==> src/pkg/cae_pkg.sv <==
// Constants and types shared by the addressing and execute core
// How it works
// - Indirect operands come from data memory at the first or second pointer.
// - Post-modify load and exchange access first, then step the pointer.
// - Direct mode takes the operand address from an 8-bit instruction field.
// - Immediate mode takes the operand from an 8-bit instruction field.
// - Short first-pointer load takes its value from a 4-bit opcode field.
// - Table read fetches program byte at upper PC and accumulator into accumulator.
// - Short relative jump adds -32 to +31 to all 15 PC bits.
// - Absolute jump and call replace only the low 12 PC bits.
// - Long jump and call replace all 15 PC bits.
// - Indirect jump loads fetched program byte into the low PC byte.
// - Vector dispatch loads a two-byte vector from adjacent program addresses.
// - PC is 15 bits as 7 upper and 8 lower; other registers 8 bits.
// - Add and subtract with carry include carry and update carry and half carry.
// - And-skip-zero skips next instruction when masked accumulator is zero.
// - Equal and unequal compares skip next instruction when relation fails.
// - Nibble compare skips unless low first-pointer bits differ from immediate.
// - Decrement-skip-zero decrements F0 to FF location, skips on zero.
// - Bit set and clear force one selected bit, others unchanged.
// - Pending clear resets the software interrupt pending flag.
// - Exchange swaps accumulator and memory, direct or pointer addressed.
// - RAM at 00 to 6F, register RAM at F0 to FB, all in data space.
// - Reads of 70 to 7F return all ones.
// - Stack pointer resets to 6F; stack grows down on pushes.
// - Opcode zero traps as software interrupt.
package cae_pkg;
    localparam logic [7:0] PSW_ADR = 8'hEF;
    localparam logic [7:0] XP_ADR = 8'hFC;
    localparam logic [7:0] SP_ADR = 8'hFD;
    localparam logic [7:0] BP_ADR = 8'hFE;
    localparam logic [7:0] RAM_END = 8'h6F;
    localparam logic [7:0] ONES_END = 8'h7F;
    localparam logic [7:0] REG_BASE = 8'hF0;
    localparam logic [7:0] REG_END = 8'hFB;
    localparam logic [7:0] SP_RST = 8'h6F;
    localparam logic [7:0] BYTE_RST = 8'h00;
    localparam logic [14:0] PC_RST = 15'h0000;
    localparam logic [14:0] TRAP_PC = 15'h00FF;
    localparam logic [14:0] VEC_BASE = 15'h01E0;
    localparam logic [3:0] SW_VEC = 4'hF;
    localparam int C_BIT = 7;
    localparam int HC_BIT = 6;
    localparam int GIE_BIT = 0;
    localparam int RAM_WORDS = 128;
    typedef enum {ST_FETCH, ST_OPND1, ST_OPND2, ST_ADDR, ST_EXEC, ST_PUSH2, ST_POP2,
                  ST_VEC2, ST_SKIP} cae_state_type;
    typedef struct packed {
        logic [7:0] adr;
        logic [7:0] dat;
        logic rd;
        logic wr;
    } cae_bus_type;
endpackage

==> src/hw/cae_core.sv <==
// Operand addressing, control transfer and execute core
`timescale 1ns/1ns
module cae_core
    import cae_pkg::*;
(
    input wire logic clk,
    input wire logic rst,
    output logic [14:0] progAddr,
    input wire logic [7:0] progData,
    output cae_bus_type periphBus,
    input wire logic [7:0] periphRdata,
    input wire logic [3:0] vecIndex,
    output logic swPending,
    output logic gieFlag
);
    cae_state_type st, next_st;
    logic [7:0] ram [RAM_WORDS];
    logic [7:0] a, b, x, sp, processor_status_word, op, op2, op3, memAdr, dirAdr;
    logic [7:0] next_a, next_b, next_x, next_sp, next_psw, next_mem;
    logic [14:0] pc, next_pc, next_pa, target;
    logic dirOn, skipOn;
    logic [1:0] skipCnt;
    logic [7:0] rd, opAdr, aluIn, inv, wrAdr, wrDat, bitMask;
    logic [8:0] sum;
    logic [4:0] half;
    logic cin, wrEn, doSkip;
    logic [3:0] vecSel;

    function automatic logic [6:0] ramIdx(input logic [7:0] ad);
        ramIdx = (ad <= RAM_END) ? ad[6:0] : {3'b111, ad[3:0]};
    endfunction

    function automatic logic isRam(input logic [7:0] ad);
        isRam = (ad <= RAM_END) || (ad >= REG_BASE && ad <= REG_END);
    endfunction

    function automatic logic isExt(input logic [7:0] ad);
        isExt = !isRam(ad) && ad != XP_ADR && ad != SP_ADR && ad != BP_ADR
            && ad != PSW_ADR && !(ad > RAM_END && ad <= ONES_END);
    endfunction

    function automatic logic [1:0] instrLen(input logic [7:0] o);
        casez (o)
            8'hA9, 8'hAC, 8'hAD, 8'hBC: instrLen = 2'd3;
            8'h2?, 8'h3?, 8'h60, 8'h9?, 8'hBD, 8'hD?: instrLen = 2'd2;
            default: instrLen = 2'd1;
        endcase
    endfunction

    // Direct prefix is skipped together with its one-byte operation
    function automatic logic [1:0] skipLen(input logic [7:0] o);
        skipLen = (o == 8'hBD) ? 2'd3 : instrLen(o);
    endfunction

    function automatic logic memOp(input logic [7:0] o);
        casez (o)
            8'b0110_1???, 8'b0111_????, 8'b1000_0???, 8'hC?: memOp = 1'b1;
            8'h8C, 8'h8E, 8'h8F, 8'h9C, 8'h9D, 8'hA9: memOp = 1'b1;
            8'hA2, 8'hA3, 8'hA6, 8'hAA, 8'hAB, 8'hAE: memOp = 1'b1;
            8'hB2, 8'hB3, 8'hB6, 8'hB9, 8'hBA, 8'hBB, 8'hBE: memOp = 1'b1;
            default: memOp = 1'b0;
        endcase
    endfunction

    assign gieFlag = processor_status_word[GIE_BIT];
    assign vecSel = swPending ? SW_VEC : vecIndex;
    assign bitMask = 8'h01 << op[2:0];

    always_comb begin
        if (memAdr == XP_ADR) rd = x;
        else if (memAdr == SP_ADR) rd = sp;
        else if (memAdr == BP_ADR) rd = b;
        else if (memAdr == PSW_ADR) rd = processor_status_word;
        else if (memAdr > RAM_END && memAdr <= ONES_END) rd = 8'hFF;
        else if (isRam(memAdr)) rd = ram[ramIdx(memAdr)];
        else rd = periphRdata;
    end

    always_comb begin
        opAdr = dirOn ? dirAdr : b;
        casez (op)
            8'hB2, 8'hB3, 8'hB6, 8'hBA, 8'hBB, 8'hBE: opAdr = x;
            8'h9C, 8'h9D, 8'hA9, 8'hBC: opAdr = op2;
            8'hC?, 8'hD?: opAdr = {REG_BASE[7:4], op[3:0]};
            8'h8C, 8'h8E, 8'h8F: opAdr = sp + 8'h01;
            default: ;
        endcase
    end

    always_comb begin
        casez (op)
            8'h2?, 8'h3?: target = {pc[14:12], op[3:0], op2};
            8'hAC, 8'hAD: target = {op2[6:0], op3};
            8'h00: target = TRAP_PC;
            default: target = pc + {{7{op[7]}}, op};
        endcase
    end

    assign aluIn = (op[7:4] == 4'h9) ? op2 : rd;

    always_comb begin
        inv = (op[2:0] == 3'd1) ? ~aluIn : aluIn;
        cin = (op[2:0] == 3'd4) ? 1'b0 : processor_status_word[C_BIT];
        sum = {1'b0, a} + {1'b0, inv} + {8'h00, cin};
        half = {1'b0, a[3:0]} + {1'b0, inv[3:0]} + {4'h0, cin};
    end

    always_comb begin
        next_a = a;
        next_b = b;
        next_x = x;
        next_sp = sp;
        next_psw = processor_status_word;
        next_pc = pc;
        next_pa = progAddr;
        next_mem = memAdr;
        next_st = ST_FETCH;
        wrEn = 1'b0;
        wrAdr = memAdr;
        wrDat = a;
        doSkip = 1'b0;
        case (st)
            ST_FETCH: begin
                next_pc = pc + 15'h0001;
                if (skipOn) next_st = (skipLen(progData) == 2'd1) ? ST_FETCH : ST_SKIP;
                else next_st = (instrLen(progData) == 2'd1) ? ST_ADDR : ST_OPND1;
            end
            ST_SKIP: begin
                next_pc = pc + 15'h0001;
                next_st = (skipCnt == 2'd1) ? ST_FETCH : ST_SKIP;
            end
            ST_OPND1: begin
                next_pc = pc + 15'h0001;
                next_st = (instrLen(op) == 2'd3) ? ST_OPND2 : ST_ADDR;
            end
            ST_OPND2: begin
                next_pc = pc + 15'h0001;
                next_st = ST_ADDR;
            end
            ST_ADDR: begin
                next_mem = opAdr;
                next_st = ST_EXEC;
                next_pa = (op == 8'hB4) ? VEC_BASE + {10'h000, vecSel, 1'b0} : {pc[14:8], a};
            end
            ST_EXEC: begin
                casez (op)
                    8'h00, 8'h3?, 8'hAD: begin
                        wrEn = 1'b1;
                        wrAdr = sp;
                        wrDat = pc[7:0];
                        next_st = ST_PUSH2;
                    end
                    8'h0?, 8'h1?, 8'h2?, 8'hAC, 8'hE?, 8'hF?: next_pc = target;
                    8'h4?: doSkip = (b[3:0] == op[3:0]);
                    8'h5?: next_b = {4'h0, ~op[3:0]};
                    8'h60: doSkip = ((a & op2) == 8'h00);
                    8'h64: next_a = 8'h00;
                    8'h67: begin
                        wrEn = 1'b1;
                        wrAdr = sp;
                        next_sp = sp - 8'h01;
                    end
                    8'b0110_1???: begin
                        wrEn = 1'b1;
                        wrDat = rd & ~bitMask;
                    end
                    8'b0111_0???: doSkip = !rd[op[2:0]];
                    8'b0111_1???: begin
                        wrEn = 1'b1;
                        wrDat = rd | bitMask;
                    end
                    8'b100?_0???: begin
                        case (op[2:0])
                            3'd0, 3'd1: begin
                                next_a = sum[7:0];
                                next_psw[C_BIT] = sum[8];
                                next_psw[HC_BIT] = half[4];
                            end
                            3'd2: doSkip = (a != aluIn);
                            3'd3: doSkip = !(a > aluIn);
                            3'd4: next_a = sum[7:0];
                            3'd5: next_a = a & aluIn;
                            3'd6: next_a = a ^ aluIn;
                            default: next_a = a | aluIn;
                        endcase
                    end
                    8'h99, 8'hB9: doSkip = (a == aluIn);
                    8'hA9: doSkip = (rd != op3);
                    8'h98, 8'h9F: begin
                        next_a = (op == 8'h98) ? op2 : a;
                        next_b = (op == 8'h9F) ? op2 : b;
                    end
                    8'h8A: next_a = a + 8'h01;
                    8'h8B: next_a = a - 8'h01;
                    8'h8C: begin
                        next_a = rd;
                        next_sp = sp + 8'h01;
                    end
                    8'h8E, 8'h8F: begin
                        next_pc = {rd[6:0], pc[7:0]};
                        next_mem = sp + 8'h02;
                        next_st = ST_POP2;
                    end
                    8'h9A, 8'h9B, 8'h9E, 8'hD?: begin
                        wrEn = 1'b1;
                        wrDat = op2;
                    end
                    8'hBC: begin
                        wrEn = 1'b1;
                        wrDat = op3;
                    end
                    8'hA0, 8'hA1: begin
                        next_psw[C_BIT] = op[0];
                        next_psw[HC_BIT] = op[0];
                    end
                    8'hA4: next_a = progData;
                    8'hA5: next_pc = {pc[14:8], progData};
                    8'hB4: begin
                        next_pc = {progData[6:0], pc[7:0]};
                        next_pa = progAddr + 15'h0001;
                        next_st = ST_VEC2;
                    end
                    8'hA2, 8'hA3, 8'hA6, 8'hB2, 8'hB3, 8'hB6, 8'h9C: begin
                        next_a = rd;
                        wrEn = 1'b1;
                    end
                    8'hAA, 8'hAB, 8'hAE, 8'hBA, 8'hBB, 8'hBE, 8'h9D: next_a = rd;
                    8'hC?: begin
                        wrEn = 1'b1;
                        wrDat = rd - 8'h01;
                        doSkip = (rd == 8'h01);
                    end
                    default: ;
                endcase
                case (op)
                    8'hA2, 8'hAA, 8'h9A: next_b = b + 8'h01;
                    8'hA3, 8'hAB, 8'h9B: next_b = b - 8'h01;
                    8'hB2, 8'hBA: next_x = x + 8'h01;
                    8'hB3, 8'hBB: next_x = x - 8'h01;
                    default: ;
                endcase
            end
            ST_PUSH2: begin
                wrEn = 1'b1;
                wrAdr = sp - 8'h01;
                wrDat = {1'b0, pc[14:8]};
                next_sp = sp - 8'h02;
                next_pc = target;
            end
            ST_POP2: begin
                next_pc = {pc[14:8], rd};
                next_sp = sp + 8'h02;
                if (op == 8'h8F) next_psw[GIE_BIT] = 1'b1;
            end
            ST_VEC2: next_pc = {pc[14:8], progData};
            default: ;
        endcase
        if (next_st != ST_EXEC && next_st != ST_VEC2) next_pa = next_pc;
        // Register writes through data space win over post steps
        if (wrEn && wrAdr == XP_ADR) next_x = wrDat;
        if (wrEn && wrAdr == SP_ADR) next_sp = wrDat;
        if (wrEn && wrAdr == BP_ADR) next_b = wrDat;
        if (wrEn && wrAdr == PSW_ADR) next_psw = wrDat;
    end

    always_ff @(posedge clk) begin
        if (rst) begin
            a <= BYTE_RST;
            b <= BYTE_RST;
            x <= BYTE_RST;
            sp <= SP_RST;
            processor_status_word <= BYTE_RST;
        end else begin
            a <= next_a;
            b <= next_b;
            x <= next_x;
            sp <= next_sp;
            processor_status_word <= next_psw;
        end
    end

    always_ff @(posedge clk) begin
        if (rst) begin
            st <= ST_FETCH;
            pc <= PC_RST;
            progAddr <= PC_RST;
            op <= BYTE_RST;
            op2 <= BYTE_RST;
            op3 <= BYTE_RST;
            memAdr <= BYTE_RST;
            skipOn <= 1'b0;
            skipCnt <= 2'd0;
            dirOn <= 1'b0;
            dirAdr <= BYTE_RST;
        end else begin
            st <= next_st;
            pc <= next_pc;
            progAddr <= next_pa;
            memAdr <= next_mem;
            if (st == ST_FETCH && !skipOn) op <= progData;
            if (st == ST_OPND1) op2 <= progData;
            if (st == ST_OPND2) op3 <= progData;
            if (st == ST_FETCH && skipOn) skipCnt <= skipLen(progData) - 2'd1;
            if (st == ST_SKIP) skipCnt <= skipCnt - 2'd1;
            if (st == ST_EXEC) skipOn <= doSkip;
            else if (st == ST_FETCH) skipOn <= 1'b0;
            // Prefix redirects only the one following operation
            if (st == ST_EXEC) dirOn <= (op == 8'hBD);
            if (st == ST_EXEC && op == 8'hBD) dirAdr <= op2;
        end
    end

    // Memory contents are left uninitialised, as in a real RAM
    always_ff @(posedge clk) begin
        if (wrEn && isRam(wrAdr)) ram[ramIdx(wrAdr)] <= wrDat;
    end

    // Peripheral answer must arrive in the same cycle as the strobe
    always_ff @(posedge clk) begin
        if (rst) begin
            periphBus <= '0;
        end else begin
            periphBus.wr <= wrEn && isExt(wrAdr);
            periphBus.rd <= (next_st == ST_EXEC || next_st == ST_POP2) && !wrEn
                && memOp(op) && isExt(next_mem);
            periphBus.adr <= wrEn ? wrAdr : next_mem;
            periphBus.dat <= wrDat;
        end
    end

    always_ff @(posedge clk) begin
        if (rst) swPending <= 1'b0;
        else if (st == ST_EXEC && op == 8'h00) swPending <= 1'b1;
        else if (st == ST_EXEC && op == 8'hB5) swPending <= 1'b0;
    end
endmodule // cae_core

==> config.mk <==
export PLATFORM = sky130hd
export DESIGN_NAME = cae_core
export DESIGN_NICKNAME = d
export VERILOG_FILES = /design/src/pkg/cae_pkg.sv /design/src/hw/cae_core.sv
export SDC_FILE = /design/constraint.sdc
export NUM_CORES = 2
export LEC_CHECK = 0
export BUFFER_PORTS_ARGS = -buffer_cell sky130_fd_sc_hd__buf_2
export CORE_MARGIN = 2
export CORE_UTILIZATION = 60
export DETAILED_ROUTE_END_ITERATION = 7
export PLACE_DENSITY = 0.72
export SYNTH_ARGS = -nofsm -noshare
export SYNTH_HDL_FRONTEND = slang
export SYNTH_SLANG_ARGS = --single-unit
export TNS_END_PERCENT = 1
==> constraint.sdc <==
create_clock -name clk -period 9.3 [get_ports clk]
set_input_delay 1.395 -clock clk [delete_from_list [all_inputs] [get_ports clk]]
set_output_delay 1.395 -clock clk [all_outputs]
set_load 0.1 [all_outputs]
### Yosys cells after proc, flatten, opt, wreduce, memory -nomap -nowiden

Memory sizes are Yosys's and may differ from the RTL's.
Index checks and enable logic that the tools add are counted.
W data, S select, Z words.

| operators by class | value |
|---|---|
| add/subtract/negate cells | 21 |
| magnitude comparators | 17 |
| eq/ne operators | 123 |
| shifts and indexed selects | 1 |
| multiplexer cells | 94 |
| bitwise gates (word level) | 10 |
| reduce and logical (&&, ||, !) cells | 98 |

Operator list:

| cell | number |
|---|---|
| $eq A8 B8 Y1 const B | 50 |
| $mux W8 | 25 |
| $eq A32 B3 Y1 const B | 5 |
| $eq A32 B4 Y1 const B | 4 |
| $pmux W8 S2 | 7 |
| $eq A32 B2 Y1 const B | 3 |
| $mux W15 | 5 |
| $pmux W15 S5 | 1 |
| $logic_not A32 Y1 | 2 |
| $ne A32 B4 Y1 const B | 2 |
| $ne A8 B8 Y1 const B | 8 |
| $pmux W8 S4 | 2 |
| $pmux W15 S4 | 1 |
| $pmux W8 S7 | 1 |
| $le A8 B7 Y1 const B | 6 |
| $pmux W15 S3 | 1 |
| $pmux W8 S5 | 1 |
| $sub A8 B1 Y8 const B | 5 |
| $add A8 B1 Y8 const B | 4 |
| $eq A32 B1 Y1 const B | 1 |
| $eq A32 B5 Y1 const B | 1 |
| $eq A4 B4 Y1 const B | 8 |
| $eq A8 B7 Y1 const B | 4 |
| $logic_and A1 B1 Y1 | 31 |
| other kinds (76) | 186 |

| storage, ports and cells | value |
|---|---|
| bits in registers | 165 |
| RAM bits | 1,024 |
| bits of input ports | 22 |
| output and inout port bits | 35 |
| logic and storage cells | 388 |
| memories kept | 1 |

Memory list:

| name | words | width | rd ports | clocked after memory_dff | write ports | line | RTL |
|---|---|---|---|---|---|---|---|
| ram | 128 | 8 | 1 | 0 | 1 | cae_core.sv:17 | `logic [7:0] ram [RAM_WORDS];` |

### Logic depth before layout (Yosys ltp)

| logic depth | value |
|---|---|
| depth in word-level cells | 19 |
| depth in mapped cells | 28 |

### Worst setup path after synthesis

OpenSTA, ideal clock, no wires.

| timing | value |
|---|---|
| path kind | reg-to-reg |
| from | register memAdr[0] |
| to | memory ram[0][1], data pin |
| library setup time | 0.952 ns |
| arrival time | 6.761 ns |
| required time | 8.348 ns |
| path slack | 1.587 ns |
| stages on the path, launching flop included | 18 |
| cell sequence | dfxtp_1 > buf_6 > buf_8 > buf_6 > buf_6 > mux4_2 > a221oi_1 > o21ai_1 > a21oi_1 > o31a_1 > buf_2 > inv_1 > ha_1 > a32oi_1 > nand3_1 > a221o_1 > o221ai_1 > a22oi_1 |

| between the ends | value |
|---|---|
| cells in the longest elaborated chain, start to end | 13 |

RTL lines:

| item | line | RTL |
|---|---|---|
| start: declaration | cae_core.sv:18 | `logic [7:0] a, b, x, sp, processor_status_word, op, op2, op3, memAdr, dirAdr;` |
| start signal: assignment | cae_core.sv:299 | `memAdr <= next_mem;` |
| $le A8 B7 Y1 (tied with other cells) | cae_core.sv:30, cae_core.sv:34 |  |
| $mux W7 / $logic_and A1 B1 Y1 (equally long branches) | cae_core.sv:30, cae_core.sv:34 |  |
| $mem_v2 Z128 W8 / $logic_or A1 B1 Y1 (equally long branches) | n/a |  |
| $mux W8 | cae_core.sv:75 | `else if (isRam(memAdr)) rd = ram[ramIdx(memAdr)];` |
| $mux W8 | cae_core.sv:74 | `else if (memAdr > RAM_END && memAdr <= ONES_END) rd = 8'hFF;` |
| $mux W8 | cae_core.sv:73 | `else if (memAdr == PSW_ADR) rd = processor_status_word;` |
| $mux W8 | cae_core.sv:72 | `else if (memAdr == BP_ADR) rd = b;` |
| $mux W8 | cae_core.sv:71 | `else if (memAdr == SP_ADR) rd = sp;` |
| $mux W8 * | cae_core.sv:70 | `if (memAdr == XP_ADR) rd = x;` |
| $sub A8 B1 Y8 (tied with other cells) | cae_core.sv:230 | `wrDat = rd - 8'h01;` |
| $pmux W8 S5 * | cae_core.sv:146 | `casez (op)` |
| $mux W8 * | cae_core.sv:146 |  |
| $pmux W8 S2 * | cae_core.sv:122 | `case (st)` |
| net wrDat[1] | cae_core.sv:23 | `logic [7:0] rd, opAdr, aluIn, inv, wrAdr, wrDat, bitMask;` |
| end: declaration | cae_core.sv:17 |  |

The timed path passes the listed nets; every way through them passes the cells marked *.

### Final worst setup path

| timing | value |
|---|---|
| from | register memAdr[2] |
| to | register processor_status_word[7] |

| between the ends | value |
|---|---|
| cells in the longest elaborated chain, start to end | 19 |

RTL lines:

| item | line | RTL |
|---|---|---|
| $le A8 B7 Y1 (tied with other cells) | cae_core.sv:30, cae_core.sv:34 |  |
| $mux W7 / $logic_and A1 B1 Y1 (equally long branches) | cae_core.sv:30, cae_core.sv:34 |  |
| $mem_v2 Z128 W8 / $logic_or A1 B1 Y1 (equally long branches) | n/a |  |
| $mux W8 | cae_core.sv:75 |  |
| $mux W8 | cae_core.sv:74 |  |
| $mux W8 | cae_core.sv:73 |  |
| $mux W8 | cae_core.sv:72 |  |
| $mux W8 | cae_core.sv:71 |  |
| [... 3 more ...] | n/a |  |
| $mux W8 | cae_core.sv:102 | `inv = (op[2:0] == 3'd1) ? ~aluIn : aluIn;` |
| $add A8 B8 Y9 | cae_core.sv:104 | `sum = {1'b0, a} + {1'b0, inv} + {8'h00, cin};` |
| $add A9 B1 Y9 | cae_core.sv:104 |  |
| $mux W2 | cae_core.sv:173 | `case (op[2:0])` |
| $pmux W2 S2 | cae_core.sv:146 |  |
| $mux W2 | cae_core.sv:146 |  |
| $mux W2 | cae_core.sv:122 |  |
| $mux W8 | cae_core.sv:263 | `if (wrEn && wrAdr == PSW_ADR) next_psw = wrDat;` |
| end signal: assignment | cae_core.sv:278 | `processor_status_word <= next_psw;` |
| end: declaration | cae_core.sv:18 |  |

Several ways; a longest one is shown, not always the timed one. The select of a mux whose other input is x is not followed.
A chain may end at the register's enable or synchronous reset.

==> results.tsv <==
metric	value	unit
GP Congestion	1.024	
Die Wd	303.6	um
slew of the pin with the lowest slew margin	1.311	ns
DR WL/cell	32.60	um
post_cts resized	0	
vias post-DR	36901	
final hold violations	0	
Top Ports	57	
number of flops mapped to enable cells by yosys	1024	
die height	303.6	um
cts hold-fix bufs	0	
Synth Register Bits	1161	
final setup TNS	0	ns
vias per cell	7.118	
wire length on met1	64980	um
post-synthesis mux area share	0.1187	
FP Rows	109	
Clock Sinks	1161	
mapped cell area	0.05387	mm^2
die area	0.09219	mm^2
first-pass GRT wire length	244600	um
Top Layer Used	met5	
crit-path most repeated cell	o21ai_0	
final setup fails	0	
biggest area consumer among synthesized cells	edfxtp_1	
Post-Synth Adder-Cell Area	0.01988	
H-tree depth	3	
period utilization	0.7751	
worst min path class	flop to flop	
main combinational cell family by area after synthesis	multiplexers	
minimum clock period	7.208	ns
slack of the critical path	2.092	ns
initial antenna violation count	5	
critical path class	flop to flop	
total CTS buffers	111	
Setup WS pre-CTS	2.430	ns
clock latency on the worst-skew pair	0.74	ns
Max-Cap Viols	0	
Max Clk Rate	138.7	MHz
crit path capture type	flop	
Starting Density	0.6077	
crit-path max cell delay	1.10	ns
metal2 WL	73160	um
Max clock buf depth	3	
# placed instances	4978	
total track usage	0.3638	
CTS tree	yes	
CP top delay family	compound AO/OA/AOI/OAI gates	
Worst IR Drop VDD	0.0002439	V
Post-Syn Instances	3893	
xor and xnor area share after synthesis	0.01398	
top cells by area, synth	edfxtp_1 (57%), mux4_2 (8.7%), dfxtp_1 (5.1%), mux2i_1 (2.9%), nor2_1 (2.6%)	
syn avg cell area	13.84	um^2
largest fanout on the critical path	38	
Async S/R FF share, synth	0	
fin cells	5184	
Post-Synth Simple-Gate Area	0.08661	
fraction of layout cells with a size suffix above 1	0.1547	
Final Util	0.6655	
area grow syn2layout	9.509	%
Core ar.	0.08865	mm^2
total grt overflow	0	
IO Port Bufs	56	
CP Buf/Inv Count	0	
critical path's slowest cell	nor3b_1	
first drt pass iteration count	7	
vias in the first global route	34822	
Routed Antenna Nets	0	
Synth Area in Compound Gates	0.1087	
CP Data Required Time	9.96	ns
Initial DRC Count	6187	
Slew Limit Fails	0	
Worst slew margin	0.1139	
Post-Route WL	169000	um
Arr. time, crit path	7.86	ns
Setup crit start kind	flop	
Fin Clk Skew	0.04514	ns
post-CTS setup buffers	0	
Synth cell types	104	
pin count of the biggest net entering global routing	105	
pwr/cell area	210.9	mW/mm^2
Remaining DRCs	0	
# nets final	4030	
Synth Warn #	0	
RSZ-0062 raised after global routing	false	
Clock Root Buffer	clkbuf_16	
outcome	completed	
Hold Slack	0.5006	ns
critical path, cell by cell	nor3b_1, a221oi_1, and3_1, o31ai_1, a21oi_1, o31a_1, nand2_1, o21ai_0, xor2_1, fa_1, fa_1, nor2b_1, o21ai_0, a21boi_0, o21ai_0, nand2b_1, and2_1, o21ai_0, a211oi_1, a211oi_1, a211oi_1	
hpwl dp	111300	um
met3 WL	22440	um
Seq/Total Area, Yosys	0.6217	
CTS clock-pin slew for the worst setup and hold paths	0.07	ns
leakage	18.49	nW
Main synth FF type	edfxtp_1	
post-synth top area share	0.5708	
[through the flow]
stage / instance area, um^2 / power, mW
after floorplan: 53990 / 7.194
after global placement: 55230 / 7.750
after detailed placement: 55230 / 7.760
after CTS: 58980 / 12.38
after global routing: 58990 / 12.76
final: 58990 / 12.44
[flip-flops by register name, indices dropped and copies added, names as in the netlist]
register / cells
b: 8
op3: 8
st: 4
op2: 8
skipOn: 1
x: 8
a: 8
memAdr: 8
ram: 1024
progAddr: 15
op: 8
pc: 15
sp: 8
dirOn: 1
swPending: 1
skipCnt: 2
dirAdr: 8
periphBus: 18
processor_status_word: 8
[cell type report]
cell class              instances  area (um^2)
flip-flops and latches       1161        33510
fillers                      6256        29660
multi-input cells            2430        18920
clock buffers                 132         2877
well taps                    1165         1458
repair buffers                155         1076
clock inverters                69        877.1
inverters                      67        269.0
diodes                          5        12.51
[logic make-up after synthesis]
group,after synthesis
fa+ha+maj,82
flops,1161
compound gates,848
xor+xnor,86
simple gates,1004
mux,378
buf+inv,333
other cells,1
[synthesized netlist by cell type (all sizes together) (21+ instances only)]
cell and count:
nand3 66, edfxtp 1024, mux2i 156, a211oi 62, a22o 21, buf 115
o21bai 22, nand4 30, clkbuf 151, and3 24, inv 67, dfxtp 137
ha 76, o221ai 24, nor2b 24, a31oi 28, xnor2 52, a221oi 41
o21ai 150, o22ai 30, xor2 34, a21oi 192, and2 21, nor2 375
mux4 207, nand2 288, nor3 68, a22oi 83
[metal layers]
layer,vias up,global-route usage
met5,-,0
met4,2,0.1600
met3,492,0.09590
met2,2835,0.5271
met1,18284,0.5234
li1,15288,-
[worst reg2reg max path, stage by stage (launching register included)]
cell and delay, ns:
dfxtp_4 0.76, nor3b_1 1.12, a221oi_1 0.21, and3_1 0.25
o31ai_1 0.72, a21oi_1 0.17, o31a_1 0.61, nand2_1 0.14
o21ai_0 0.17, xor2_1 0.20, fa_1 0.44, fa_1 0.45
nor2b_1 0.13, o21ai_0 0.14, a21boi_0 0.29, o21ai_0 0.12
nand2b_1 0.10, and2_1 0.17, o21ai_0 0.14, a211oi_1 0.48
a211oi_1 0.10, a211oi_1 0.23
[worst paths after layout]
path                                               from                                    end  slack, ns  cells after the start
worst min-delay path            skipCnt[0]$_SDFFE_PP0P_                skipCnt[0]$_SDFFE_PP0P_       0.50                      2
worst max-delay path               memAdr[2]$_SDFF_PP0_  processor_status_word[7]$_SDFFE_PP0P_       2.09                     21
worst min register to register  skipCnt[0]$_SDFFE_PP0P_                skipCnt[0]$_SDFFE_PP0P_       0.50                      2
worst max register to register     memAdr[2]$_SDFF_PP0_  processor_status_word[7]$_SDFFE_PP0P_       2.09                     21
[cells in the final DEF, fill, tap and decap left out, types with 32 or more instances in the layout]
master / count
a221oi_1: 38
clkbuf_16: 111
mux2i_1: 156
nand2_1: 284
dfxtp_1: 132
o21ai_0: 119
xor2_1: 34
ha_1: 76
nor2_1: 371
a22oi_1: 80
mux4_2: 207
edfxtp_1: 1024
inv_1: 59
nor3_1: 59
buf_2: 55
conb_1: 32
buf_4: 96
a21oi_1: 190
xnor2_1: 52
a211oi_1: 62
nand3_1: 65
[power by group]
| part | total, mW | internal, mW | switching (mW) | leakage [nW] |
|---|---|---|---|---|
| Sequential | 5.90 | 5.73 | 0.172 | 10.1 |
| Combinational | 1.85 | 0.534 | 1.31 | 6.61 |
| Clock | 4.69 | 2.69 | 2.00 | 1.81 |
| Total | 12.4 | 8.95 | 3.49 | 18.5 |
No activity file was read; power rests on OpenSTA's default activity.
